--- config.mk ---
export PLATFORM = sky130hd
export DESIGN_NAME = pesd_event_select
export DESIGN_NICKNAME = d
export VERILOG_FILES = /design/src/shared/pesd_pkg.sv /design/src/pesd_event_match.sv /design/src/pesd_precise_sampler.sv /design/src/pesd_event_select.sv
export SDC_FILE = /design/constraint.sdc
export NUM_CORES = 1
export LEC_CHECK = 0
export BUFFER_PORTS_ARGS = -buffer_cell sky130_fd_sc_hd__buf_2
export CAP_MARGIN = 0
export CORE_AREA = 2 2 127 129
export CTS_CLUSTER_SIZE = 24
export DETAILED_ROUTE_END_ITERATION = 16
export DIE_AREA = 0 0 129 131
export GPL_TIMING_DRIVEN = 1
export PLACE_DENSITY = 0.7
export SETUP_SLACK_MARGIN = 0.2
export SYNTH_ARGS = -nofsm -noshare
export SYNTH_HDL_FRONTEND = slang
export SYNTH_SLANG_ARGS = --single-unit
--- constraint.sdc ---
create_clock -name sys_clk -period 2.1 [get_ports sys_clk]
set_clock_uncertainty 0.15 [all_clocks]
set_input_delay 0 -clock sys_clk [delete_from_list [all_inputs] [get_ports sys_clk]]
set_output_delay 0 -clock sys_clk [all_outputs]
set_load 0.005 [all_outputs]
--- src/shared/pesd_pkg.sv ---
// Purpose: constants, types and event codes shared by the event select decoder.
// Assumes: one core clock, all pipeline status arrives on that clock.
// Notes:   event and unit mask codes are the programmed selection values.
package pesd_pkg;

    ////////////////////////////////////////////////////////////////////////////
    // Sizes
    localparam int unsigned PESD_SLOTS        = 4;
    localparam int unsigned PESD_ADDR_W       = 48;
    localparam int unsigned PESD_CNT_W        = 3;
    localparam int unsigned PESD_NUM_COUNTERS = 2;
    localparam int unsigned PESD_PRECISE_CTR  = 0;

    ////////////////////////////////////////////////////////////////////////////
    // Event numbers and unit masks
    localparam logic [7:0] PESD_EV_LOAD_RETIRED = 8'hCB;
    localparam logic [7:0] PESD_UM_XLAT_MISS    = 8'h10;
    localparam logic [7:0] PESD_EV_FP_TRANS     = 8'hCC;
    localparam logic [7:0] PESD_UM_TO_PACKED    = 8'h01;
    localparam logic [7:0] PESD_UM_TO_FLOAT     = 8'h02;
    localparam logic [7:0] PESD_EV_ASSIST       = 8'hCD;
    localparam logic [7:0] PESD_EV_VEC_RETIRED  = 8'hCE;
    localparam logic [7:0] PESD_EV_SAT_RETIRED  = 8'hCF;
    localparam logic [7:0] PESD_UM_NONE         = 8'h00;
    localparam logic [7:0] PESD_EV_ALIAS_STALL  = 8'hD2;
    localparam logic [7:0] PESD_UM_READPORT     = 8'h01;
    localparam logic [7:0] PESD_UM_PARTIAL_REG  = 8'h02;
    localparam logic [7:0] PESD_UM_FLAG         = 8'h04;
    localparam logic [7:0] PESD_UM_FP_STATUS    = 8'h08;
    localparam logic [7:0] PESD_UM_STALL_ANY    = 8'h0F;

    ////////////////////////////////////////////////////////////////////////////
    // Increment weights and reset values
    localparam logic [PESD_CNT_W-1:0] PESD_CNT_ZERO     = 3'h0;
    localparam logic [PESD_CNT_W-1:0] PESD_CNT_ONE      = 3'h1;
    localparam logic [PESD_CNT_W-1:0] PESD_FP_STATUS_WORD_WEIGHT  = 3'h2;
    localparam logic [1:0]            PESD_RST_SYNC_RST = 2'h0;

    typedef enum logic [1:0] {
        PESD_MODE_NONE   = 2'b00,
        PESD_MODE_FLOAT  = 2'b01,
        PESD_MODE_PACKED = 2'b10
    } pesd_mode_t;

    // One retirement slot, slot 0 oldest
    typedef struct packed {
        logic                   valid;
        logic                   uses_packed_int;
        logic                   uses_float;
        logic                   state_clear;
        logic                   saturating;
        logic                   is_load;
        logic                   xlat_miss;
        logic                   faulted;
        logic                   cacheable;
        logic                   sw_prefetch;
        logic [PESD_ADDR_W-1:0] addr;
    } pesd_slot_t;

    typedef struct packed {
        logic readport;
        logic partial_reg;
        logic flag;
        logic fp_status_write;
    } pesd_stall_t;

    typedef struct packed {
        logic       enable;
        logic [7:0] event_num;
        logic [7:0] umask;
    } pesd_sel_t;

    typedef struct packed {
        logic [PESD_CNT_W-1:0] xlat_miss;
        logic [PESD_CNT_W-1:0] to_packed;
        logic [PESD_CNT_W-1:0] to_float;
        logic [PESD_CNT_W-1:0] assist;
        logic [PESD_CNT_W-1:0] vec_retired;
        logic [PESD_CNT_W-1:0] sat_retired;
        logic [PESD_CNT_W-1:0] readport;
        logic [PESD_CNT_W-1:0] partial_reg;
        logic [PESD_CNT_W-1:0] flag;
        logic [PESD_CNT_W-1:0] fp_status;
        logic [PESD_CNT_W-1:0] stall_any;
    } pesd_counts_t;

endpackage

--- src/pesd_event_match.sv ---
// Purpose: compare one counter's selection with the cycle's event counts.
// Assumes: counts are computed on the same clock; purely combinational.
// Notes:   an unknown selection or a disabled counter yields zero.
`timescale 1ns/1ns
module pesd_event_match #(
    parameter int unsigned COUNTER_IDX = 0
) (
    input  wire pesd_pkg::pesd_sel_t              sel,
    input  wire pesd_pkg::pesd_counts_t           counts,
    output logic [pesd_pkg::PESD_CNT_W-1:0]       inc
);
    import pesd_pkg::*;

    always_comb begin
        inc = PESD_CNT_ZERO;
        if (sel.enable) begin
            unique case (sel.event_num)
                PESD_EV_LOAD_RETIRED: begin
                    // Other counters ignore this event entirely
                    if (sel.umask == PESD_UM_XLAT_MISS && COUNTER_IDX == PESD_PRECISE_CTR) begin
                        inc = counts.xlat_miss;
                    end
                end
                PESD_EV_FP_TRANS: begin
                    if (sel.umask == PESD_UM_TO_PACKED) begin
                        inc = counts.to_packed;
                    end else if (sel.umask == PESD_UM_TO_FLOAT) begin
                        inc = counts.to_float;
                    end
                end
                PESD_EV_ASSIST: begin
                    if (sel.umask == PESD_UM_NONE) begin
                        inc = counts.assist;
                    end
                end
                PESD_EV_VEC_RETIRED: begin
                    if (sel.umask == PESD_UM_NONE) begin
                        inc = counts.vec_retired;
                    end
                end
                PESD_EV_SAT_RETIRED: begin
                    if (sel.umask == PESD_UM_NONE) begin
                        inc = counts.sat_retired;
                    end
                end
                PESD_EV_ALIAS_STALL: begin
                    unique case (sel.umask)
                        PESD_UM_READPORT:    inc = counts.readport;
                        PESD_UM_PARTIAL_REG: inc = counts.partial_reg;
                        PESD_UM_FLAG:        inc = counts.flag;
                        PESD_UM_FP_STATUS:   inc = counts.fp_status;
                        PESD_UM_STALL_ANY:   inc = counts.stall_any;
                        default:             inc = PESD_CNT_ZERO;
                    endcase
                end
                default: inc = PESD_CNT_ZERO;
            endcase
        end
    end

endmodule

--- src/pesd_precise_sampler.sv ---
// Purpose: capture the address of the instruction retiring after a sampled load.
// Assumes: slot 0 is the oldest; trigger bits are already qualified.
// Notes:   one sample per cycle; triggers while a sample is in flight are dropped.
`timescale 1ns/1ns
module pesd_precise_sampler (
    input  wire                                 sys_clk,
    input  wire                                 rst_n,
    input  wire                                 enable,
    input  wire [pesd_pkg::PESD_SLOTS-1:0]      trigger,
    input  wire pesd_pkg::pesd_slot_t           slot [pesd_pkg::PESD_SLOTS],
    output logic                                sample_valid,
    output logic [pesd_pkg::PESD_ADDR_W-1:0]    sample_addr
);
    import pesd_pkg::*;

    typedef struct packed {
        logic                   pending;
        logic                   valid;
        logic [PESD_ADDR_W-1:0] addr;
    } pesd_samp_state_t;

    pesd_samp_state_t st_q;
    pesd_samp_state_t st_d;
    logic             waiting;
    logic             captured;

    always_comb begin
        st_d     = st_q;
        st_d.valid = 1'b0;
        waiting  = st_q.pending;
        captured = 1'b0;
        // Walk in program order so the next instruction is the younger slot
        for (int s = 0; s < PESD_SLOTS; s++) begin
            // Disarmed capture would move the address with no pulse
            if (slot[s].valid && waiting && !captured && enable) begin
                st_d.addr  = slot[s].addr;
                st_d.valid = 1'b1;
                waiting    = 1'b0;
                captured   = 1'b1;
            end
            if (trigger[s] && !waiting && !captured) begin
                waiting = 1'b1;
            end
        end
        st_d.pending = waiting && enable;
        if (!enable) begin
            st_d.valid = 1'b0;
        end
    end

    always_ff @(posedge sys_clk or negedge rst_n) begin
        if (!rst_n) begin
            st_q <= '0;
        end else begin
            st_q <= st_d;
        end
    end

    assign sample_valid = st_q.valid;
    assign sample_addr  = st_q.addr;

endmodule

--- src/pesd_event_select.sv ---
// Purpose: detect countable pipeline conditions and steer them to counters.
// Assumes: retirement slots and stall flags are driven on sys_clk.
// Notes:   increments appear one cycle after the conditions that cause them.
`timescale 1ns/1ns
module pesd_event_select #(
    parameter int unsigned NUM_COUNTERS = pesd_pkg::PESD_NUM_COUNTERS
) (
    input  wire                                 sys_clk,
    input  wire                                 reset_n,
    input  wire pesd_pkg::pesd_slot_t           retire_slot [pesd_pkg::PESD_SLOTS],
    input  wire pesd_pkg::pesd_stall_t          alias_stall,
    input  wire pesd_pkg::pesd_sel_t            counter_sel [NUM_COUNTERS],
    input  wire                                 precise_enable,
    output logic [pesd_pkg::PESD_CNT_W-1:0]     counter_inc [NUM_COUNTERS],
    output logic                                sample_valid,
    output logic [pesd_pkg::PESD_ADDR_W-1:0]    sample_addr
);
    import pesd_pkg::*;

    ////////////////////////////////////////////////////////////////////////////
    // State

    typedef struct packed {
        pesd_mode_t                           mode;
        logic [NUM_COUNTERS-1:0][PESD_CNT_W-1:0] inc;
    } pesd_state_t;

    pesd_state_t     state_q;
    pesd_state_t     state_d;
    logic [1:0]      rst_sync_q;
    logic            rst_n;

    logic [PESD_SLOTS-1:0] load_qual;
    logic [PESD_SLOTS-1:0] vec_hit;
    logic [PESD_SLOTS-1:0] sat_hit;
    logic [PESD_SLOTS-1:0] packed_hit;
    logic [PESD_SLOTS-1:0] float_hit;
    logic [PESD_SLOTS-1:0] clear_hit;
    logic [PESD_SLOTS-1:0] sample_trigger;

    pesd_counts_t    counts_c;
    pesd_mode_t      mode_c;
    logic [PESD_CNT_W-1:0] match_inc [NUM_COUNTERS];
    logic            sampling_armed;

    ////////////////////////////////////////////////////////////////////////////
    // Reset release

    // Asynchronous assert, release two edges later to avoid metastable release
    always_ff @(posedge sys_clk or negedge reset_n) begin
        if (!reset_n) begin
            rst_sync_q <= PESD_RST_SYNC_RST;
        end else begin
            rst_sync_q <= {rst_sync_q[0], 1'b1};
        end
    end

    assign rst_n = rst_sync_q[1];

    ////////////////////////////////////////////////////////////////////////////
    // Per-slot qualification

    for (genvar s = 0; s < PESD_SLOTS; s++) begin : g_slot
        // Faulting loads never reach the count, even if they missed
        assign load_qual[s] = retire_slot[s].valid
                            && retire_slot[s].is_load
                            && retire_slot[s].xlat_miss
                            && !retire_slot[s].faulted
                            && retire_slot[s].cacheable
                            && !retire_slot[s].sw_prefetch;

        assign vec_hit[s]    = retire_slot[s].valid && retire_slot[s].uses_packed_int;
        assign sat_hit[s]    = retire_slot[s].valid && retire_slot[s].uses_packed_int
                             && retire_slot[s].saturating;
        assign packed_hit[s] = retire_slot[s].valid && retire_slot[s].uses_packed_int;
        assign float_hit[s]  = retire_slot[s].valid && retire_slot[s].uses_float
                             && !retire_slot[s].uses_packed_int;
        assign clear_hit[s]  = retire_slot[s].valid && retire_slot[s].state_clear;

        assign sample_trigger[s] = load_qual[s] && sampling_armed;
    end

    ////////////////////////////////////////////////////////////////////////////
    // Event counting for this cycle

    always_comb begin
        counts_c = '0;
        mode_c   = state_q.mode;

        // Slots walked oldest first: a transition depends on program order
        for (int s = 0; s < PESD_SLOTS; s++) begin
            if (load_qual[s]) begin
                counts_c.xlat_miss = counts_c.xlat_miss + PESD_CNT_ONE;
            end
            if (vec_hit[s]) begin
                counts_c.vec_retired = counts_c.vec_retired + PESD_CNT_ONE;
            end
            if (sat_hit[s]) begin
                counts_c.sat_retired = counts_c.sat_retired + PESD_CNT_ONE;
            end
            // Assist only when the clear really changes packed state
            if (clear_hit[s] && mode_c == PESD_MODE_PACKED) begin
                counts_c.assist = counts_c.assist + PESD_CNT_ONE;
            end
            unique case (mode_c)
                PESD_MODE_NONE: begin
                    if (packed_hit[s]) begin
                        mode_c = PESD_MODE_PACKED;
                    end else if (float_hit[s]) begin
                        mode_c = PESD_MODE_FLOAT;
                    end
                end
                PESD_MODE_FLOAT: begin
                    if (packed_hit[s]) begin
                        counts_c.to_packed = counts_c.to_packed + PESD_CNT_ONE;
                        mode_c             = PESD_MODE_PACKED;
                    end
                end
                PESD_MODE_PACKED: begin
                    if (float_hit[s]) begin
                        counts_c.to_float = counts_c.to_float + PESD_CNT_ONE;
                        mode_c            = PESD_MODE_FLOAT;
                    end
                end
                default: begin
                    mode_c = PESD_MODE_NONE;
                end
            endcase
        end

        // Level per cycle, so a stall that repeats on retry counts again
        if (alias_stall.readport) begin
            counts_c.readport = PESD_CNT_ONE;
        end
        if (alias_stall.partial_reg) begin
            counts_c.partial_reg = PESD_CNT_ONE;
        end
        if (alias_stall.flag) begin
            counts_c.flag = PESD_CNT_ONE;
        end
        if (alias_stall.fp_status_write) begin
            counts_c.fp_status = PESD_FP_STATUS_WORD_WEIGHT;
        end
        // Overlapping stalls are one lost cycle, not several
        if (alias_stall.readport || alias_stall.partial_reg
            || alias_stall.flag || alias_stall.fp_status_write) begin
            counts_c.stall_any = PESD_CNT_ONE;
        end
    end

    ////////////////////////////////////////////////////////////////////////////
    // Selection per counter

    for (genvar c = 0; c < NUM_COUNTERS; c++) begin : g_ctr
        pesd_event_match #(
            .COUNTER_IDX (c)
        ) u_match (
            .sel    (counter_sel[c]),
            .counts (counts_c),
            .inc    (match_inc[c])
        );
        assign counter_inc[c] = state_q.inc[c];
    end

    ////////////////////////////////////////////////////////////////////////////
    // Precise sampling on the counter-zero load event

    // Sampling follows only the one counter allowed to carry this event
    assign sampling_armed = precise_enable
                          && counter_sel[PESD_PRECISE_CTR].enable
                          && counter_sel[PESD_PRECISE_CTR].event_num == PESD_EV_LOAD_RETIRED
                          && counter_sel[PESD_PRECISE_CTR].umask == PESD_UM_XLAT_MISS;

    pesd_precise_sampler u_sampler (
        .sys_clk      (sys_clk),
        .rst_n        (rst_n),
        .enable       (sampling_armed),
        .trigger      (sample_trigger),
        .slot         (retire_slot),
        .sample_valid (sample_valid),
        .sample_addr  (sample_addr)
    );

    ////////////////////////////////////////////////////////////////////////////
    // Registers

    always_comb begin
        state_d      = state_q;
        state_d.mode = mode_c;
        for (int c = 0; c < NUM_COUNTERS; c++) begin
            state_d.inc[c] = match_inc[c];
        end
    end

    always_ff @(posedge sys_clk or negedge rst_n) begin
        if (!rst_n) begin
            state_q <= '0;
        end else begin
            state_q <= state_d;
        end
    end

endmodule

# Yosys cells after proc, flatten, opt, wreduce, memory -nomap -nowiden
# Cells that the tools add are included.
# op_classes
add_sub_neg	18
n_mul	0
div	0
magnitude_cmp	0
eq_ne	30
shifts	0
muxes	86
bitwise	0
reduce_logical	101
# ops
cell	count
two-way mux 49 bit	4
two-way mux 3 bit	37
== test 8 bit, second input constant	11
logical AND 1 bit	71
adder 3 x 1 -> 3 bit, second input constant	17
== test 8 x 4 -> 1 bit, second input constant	4
two-way mux 2 bit	14
case mux 2 bit (3 select lines)	4
two-way mux 1 bit	23
logical NOT 1 bit	20
case mux 2 bit (5 select lines)	2
case mux 3 bit (6 select lines)	1
== test 8 x 1 -> 1 bit, second input constant	2
== test 8 x 2 -> 1 bit, second input constant	2
== test 8 x 3 -> 1 bit, second input constant	2
logical NOT 8 bit	2
case mux 3 bit (5 select lines)	1
== test 2 x 1 -> 1 bit, second input constant	4
== test 2 bit, second input constant	4
== test 8 x 5 -> 1 bit, second input constant	1
logical NOT 2 bit	4
nonzero test 4 bit	1
logical OR 1 bit	3
adder 1 x 1 -> 2 bit, second input constant	1
# totals
register_bits	60
latchBits	0
ramBits	0
rom_bits	0
in_bits	273
memories	0

# Longest topological paths before layout
# depth
word_depth	34
ltp_mapped	16
ltp_nobuf	15

# Modules after synthesis
# Synthesis repeated with hierarchy kept, for this count alone.
# hier_totals
cells_unflattened	645
area_unflattened_um2	5785.5
# by_module_without_submodules
module	instances	cells_each	area_each_um2	seq_area_each_um2
pesd_precise_sampler	1	336	3324.4	1251.2
pesd_event_select	1	170	1457.6	250.2
pesd_event_match (g_ctr[0].u_match)	1	81	545.5	0.0
pesd_event_match (g_ctr[1].u_match)	1	58	457.9	0.0

# Least setup slack after synthesis
# Ideal clock, no wire load.
# synth_path
kind	reg2reg
from	register state_q[7] (netlist name)
to	register state_q, in the netlist counter_inc[4]
setup_time_ns	0.132
t_arrival_ns	2.642
path_slack_ns	-0.824
path_stages_with_launch	12
path_buffers	0
period_less_slack_ns	2.924
path_cell_list	dfrtp_1 nand2b_1 nor2_1 ha_1 a32o_1 a22o_1 ha_1 mux2_4 ha_1 nor3_1 o32a_1 o22ai_1
# synth_via
elab_chain_len	15
# synth_rtl
element	line	text
start, declared	pesd_event_select.sv:28	pesd_state_t state_q;
start signal, assigned	pesd_event_select.sv:199	state_q <= state_d;
== test 2 bit / two-way mux 2 bit (equally long branches)	--	
two-way mux 1 bit / two-way mux 2 bit (equally long branches)	pesd_event_select.sv:105, pesd_event_select.sv:107	
adder 3 x 1 -> 3 bit / case mux 2 bit (3 select lines) (equally long branches)	pesd_event_select.sv:121, pesd_event_select.sv:105	
two-way mux 3 bit, or another cell as far along	pesd_event_select.sv:120	if (float_hit[s]) begin
two-way mux 3 bit / two-way mux 2 bit (equally long branches)	pesd_event_select.sv:105, pesd_event_select.sv:107	
adder 3 x 1 -> 3 bit / case mux 2 bit (3 select lines) (equally long branches)	pesd_event_select.sv:121, pesd_event_select.sv:105	
two-way mux 3 bit, or another cell as far along	pesd_event_select.sv:120	
two-way mux 3 bit / two-way mux 2 bit (equally long branches)	pesd_event_select.sv:105, pesd_event_select.sv:107	
adder 3 x 1 -> 3 bit / case mux 2 bit (3 select lines) (equally long branches)	pesd_event_select.sv:121, pesd_event_select.sv:105	
two-way mux 3 bit / == test 2 bit (equally long branches)	pesd_event_select.sv:120, pesd_event_select.sv:102, pesd_event_select.sv:105	
two-way mux 3 bit / logical AND 1 bit (equally long branches)	pesd_event_select.sv:105, pesd_event_select.sv:102	
two-way mux 3 bit, on equally long branches	pesd_event_match.sv:27, pesd_event_select.sv:102	
two-way mux 3 bit, on equally long branches	pesd_event_match.sv:25, pesd_event_match.sv:32	
case mux 3 bit (6 select lines) (*)	pesd_event_match.sv:17	unique case (sel.event_num)
two-way mux 3 bit (*)	pesd_event_match.sv:16	if (sel.enable) begin
via g_ctr[0].u_match.inc, one bit	pesd_event_match.sv:10	output logic [pesd_pkg::PESD_CNT_W-1:0] inc
# Mark *: on every way through the listed nets, which the timed path passes. The rest lies on a longest branch.
# A chain may end at the register's enable or synchronous reset.

# Final worst setup path
# Same ends and word-level chain as after synthesis.

==> impl_metrics.json <==
{
  "critPathKind": "flop to flop",
  "syn_nets": 911,
  "cpMaxStageDelayCell": "dfrtp_1",
  "timing.fmax_mhz": 353.5,
  "synthDistinctLibCells": 72,
  "outcome": "finished, violations left",
  "clock_sinks": 60,
  "routedWlPerCell_um": 21.17,
  "grt_pass1_vias": 8023,
  "clock-root-buffer": "clkbuf_16",
  "drt_iter0_drc": 863,
  "cts_tree": "yes",
  "ys_warn_count": 0,
  "num_rows": 46,
  "final_nets": 1500,
  "ant_nets": 0,
  "num_io_pins": 328,
  "area_growth_pct": 101.4,
  "core_area_sq_mm": 0.01560,
  "crit_arrival_ns": 2.92,
  "fp.dieW_um": 129,
  "synth_area_leader_cell": "dfrtp_1",
  "cp_common_cell": "ha_1",
  "placedInstanceArea_sq_mm": 0.007473,
  "clk_pin_slew_ns": 0.06,
  "async_reset_ff_share_pct": 100.0,
  "synth.top_cell.area_share_pct": 27.49,
  "synth-seq-cells": 60,
  "clock_path_buffers": 2,
  "wirelength_mm": 30.35,
  "syn_inst": 620,
  "syn_area_per_cell_sq_um": 8.809,
  "htree_levels": 3,
  "grt_first_pass_wirelength_mm": 42.92,
  "antenna_found_initial": 4,
  "finalHoldViolCount": 0,
  "dp_hpwl_mm": 15.34,
  "startpoint_type": "flop",
  "drc": 0,
  "violations": "negative setup slack",
  "hold_depth": 5,
  "maxSlewHeadroom_pct": 64.23,
  "p_leak_nw": 5.737,
  "fin_crit_ns": 2.829,
  "syn_area_sq_mm": 0.005461,
  "ys_seq_area_share_pct": 27.49,
  "drive_above_1_share_pct": 48.60,
  "power.density_mw_per_mm2": 351.3,
  "drv_cap": 0,
  "min-delay-path-class": "input pin to flop",
  "cp-end-kind": "flop",
  "fin_tns_setup_ns": -11.46,
  "viasPerCell": 5.537,
  "cpPeakStageDelay_ns": 0.39,
  "setup_viol": 34,
  "worst_slack_ns": -0.7290,
  "layout_common_cells": "buf_2 (327), dlygate4sd3_1 (209), nand2_1 (101)",
  "yosys_most_used_dff": "dfrtp_1",
  "grt_overflow": 0,
  "ys_top_cells_by_area": "dfrtp_1 (27%), buf_4 (7.7%), nand2_1 (7.6%)",
  "path_cells": "nand2b_4 -> nor2_2 -> ha_1 -> a32o_1 -> a22o_1 -> ha_1 -> mux2_4 -> ha_4 -> nor3_2 -> o32a_1 -> o22ai_1",
  "rsz0062_at_grt": "true",
  "layout_commonest_cell": "buf_2",
  "die-area_sq_mm": 0.01690,
  "portBuffers": 327,
  "worstPathMaxFanout": 2,
  "cp.required_ns": 2.19,
  "stdcell_area_sq_mm": 0.01100,
  "synth_edf_count": 0,
  "fin_hold_ws_ns": 0.02913,
  "period_share_pct": 134.7,
  "drv_slew": 0,
  "vias": 7940,
  "clk-insertion-delay-late_ns": 0.33,
  "grt_usage_pct": 33.62,
  "grt_max_degree": 43,
  "reg2reg_depth": 11,
  "detail_route.first_pass.iterations": 7,
  "place_congestion": 0.8327,
  "start_util_pct": 35.02,
  "die_y_um": 131,
  "ir_drop_v": 0.0003384,
  "numCtsBuffers": 9,
  "total_power_mw": 3.865,
  "tightest_slew_ns": 0.5366
}
-- report_power, final --
group	switching (mW)	internal, mW
sequential	0.0165	1.17
combinational	0.510	0.758
clock	0.581	0.833
total	1.11	2.76
-- synthesized netlist by cell type (14+ instances only) --
library cell  number
mux2_2            31
dfrtp_1           60
buf_4             56
ha_1              18
a21oi_1           20
a222oi_1          39
nand2_1          110
o21ai_0           27
nand3_1           18
a22oi_1           14
nor2_1            21
buf_2             18
-- layer usage --
layer  routed length (um)  track usage, %  up-vias  share of wire (%)
li1                     -               -     3432                  -
met1                10760           34.74     3695                 35
met2                14570           55.03      604                 48
met3                 3060           15.43      207                 10
met4                 1941           21.48        2                6.4
met5                   13           5.588        -              0.043
-- what timing repair did --
item,in CTS,in global routing
setup endpoints to repair,58,58
pin swaps,38,48
hold endpoints to repair,59,0
hold buffers,209,0
resized for setup,78,66
cloned,9,3
setup buffers,9,35
-- critical path: cells and delay by family (launching register included) --
kind	cells	cell delay, ns
compound gates	4	0.88
fa+ha+maj	3	0.79
flops	1	0.39
simple gates	3	0.26
mux	1	0.28
-- per-stage QoR --
step | util, % | worst slack [ns] | cells
finish | 70.53 | -0.7290 | 1434
global placement | 47.91 | -0.7191 | 1149
detailed placement | 47.91 | -0.7577 | 1149
CTS | 66.94 | -0.7207 | 1392
floorplan | - | -0.7672 | 620
global route | 70.51 | -0.7909 | 1433
-- state kept, by name, indices dropped and copies added (netlist names) --
| signal | flops |
|---|---|
| rst_sync_q | 2 |
| state_q | 2 |
| counter_inc | 6 |
| u_sampler.sample_valid | 1 |
| u_sampler.st_q | 1 |
| u_sampler.sample_addr | 48 |
-- cell type report --
cell class              instances  area [sq um]
diodes                          4         10.01
clock buffers                  11         242.7
clock inverters                 5         36.28
fillers                      1046          4597
inverters                      16         60.06
multi-input cells             459          3749
flip-flops and latches         60          1503
well taps                     216         270.3
repair buffers                663          5130
-- worst paths after layout --
path	start	end	slack [ns]
min in group asynchronous	rst_sync_q[1]	state_q[7]	0.09
max in group asynchronous	rst_sync_q[1]	u_sampler.sample_addr[43]	1.08
worst min-delay path	counter_sel[9]	counter_inc[2]	0.03
worst max register to register	state_q[7]	counter_inc[4]	-0.73
worst min register to register	rst_sync_q[1]	state_q[7]	0.09
worst max-delay path	state_q[7]	counter_inc[4]	-0.73
-- kinds of logic (layout without fill, tap and decap cells) --
group	Yosys count	after routing	share of synthesized area, %
compound gates	150	150	21.56
xor+xnor	16	16	2.703
fa+ha+maj	18	18	4.124
buf+inv	104	695	12.23
flops	60	60	27.49
mux	50	50	10.97
other cells	1	5	0.06866
simple gates	221	224	20.85
Note: power is estimated with default switching activity, not from simulation.
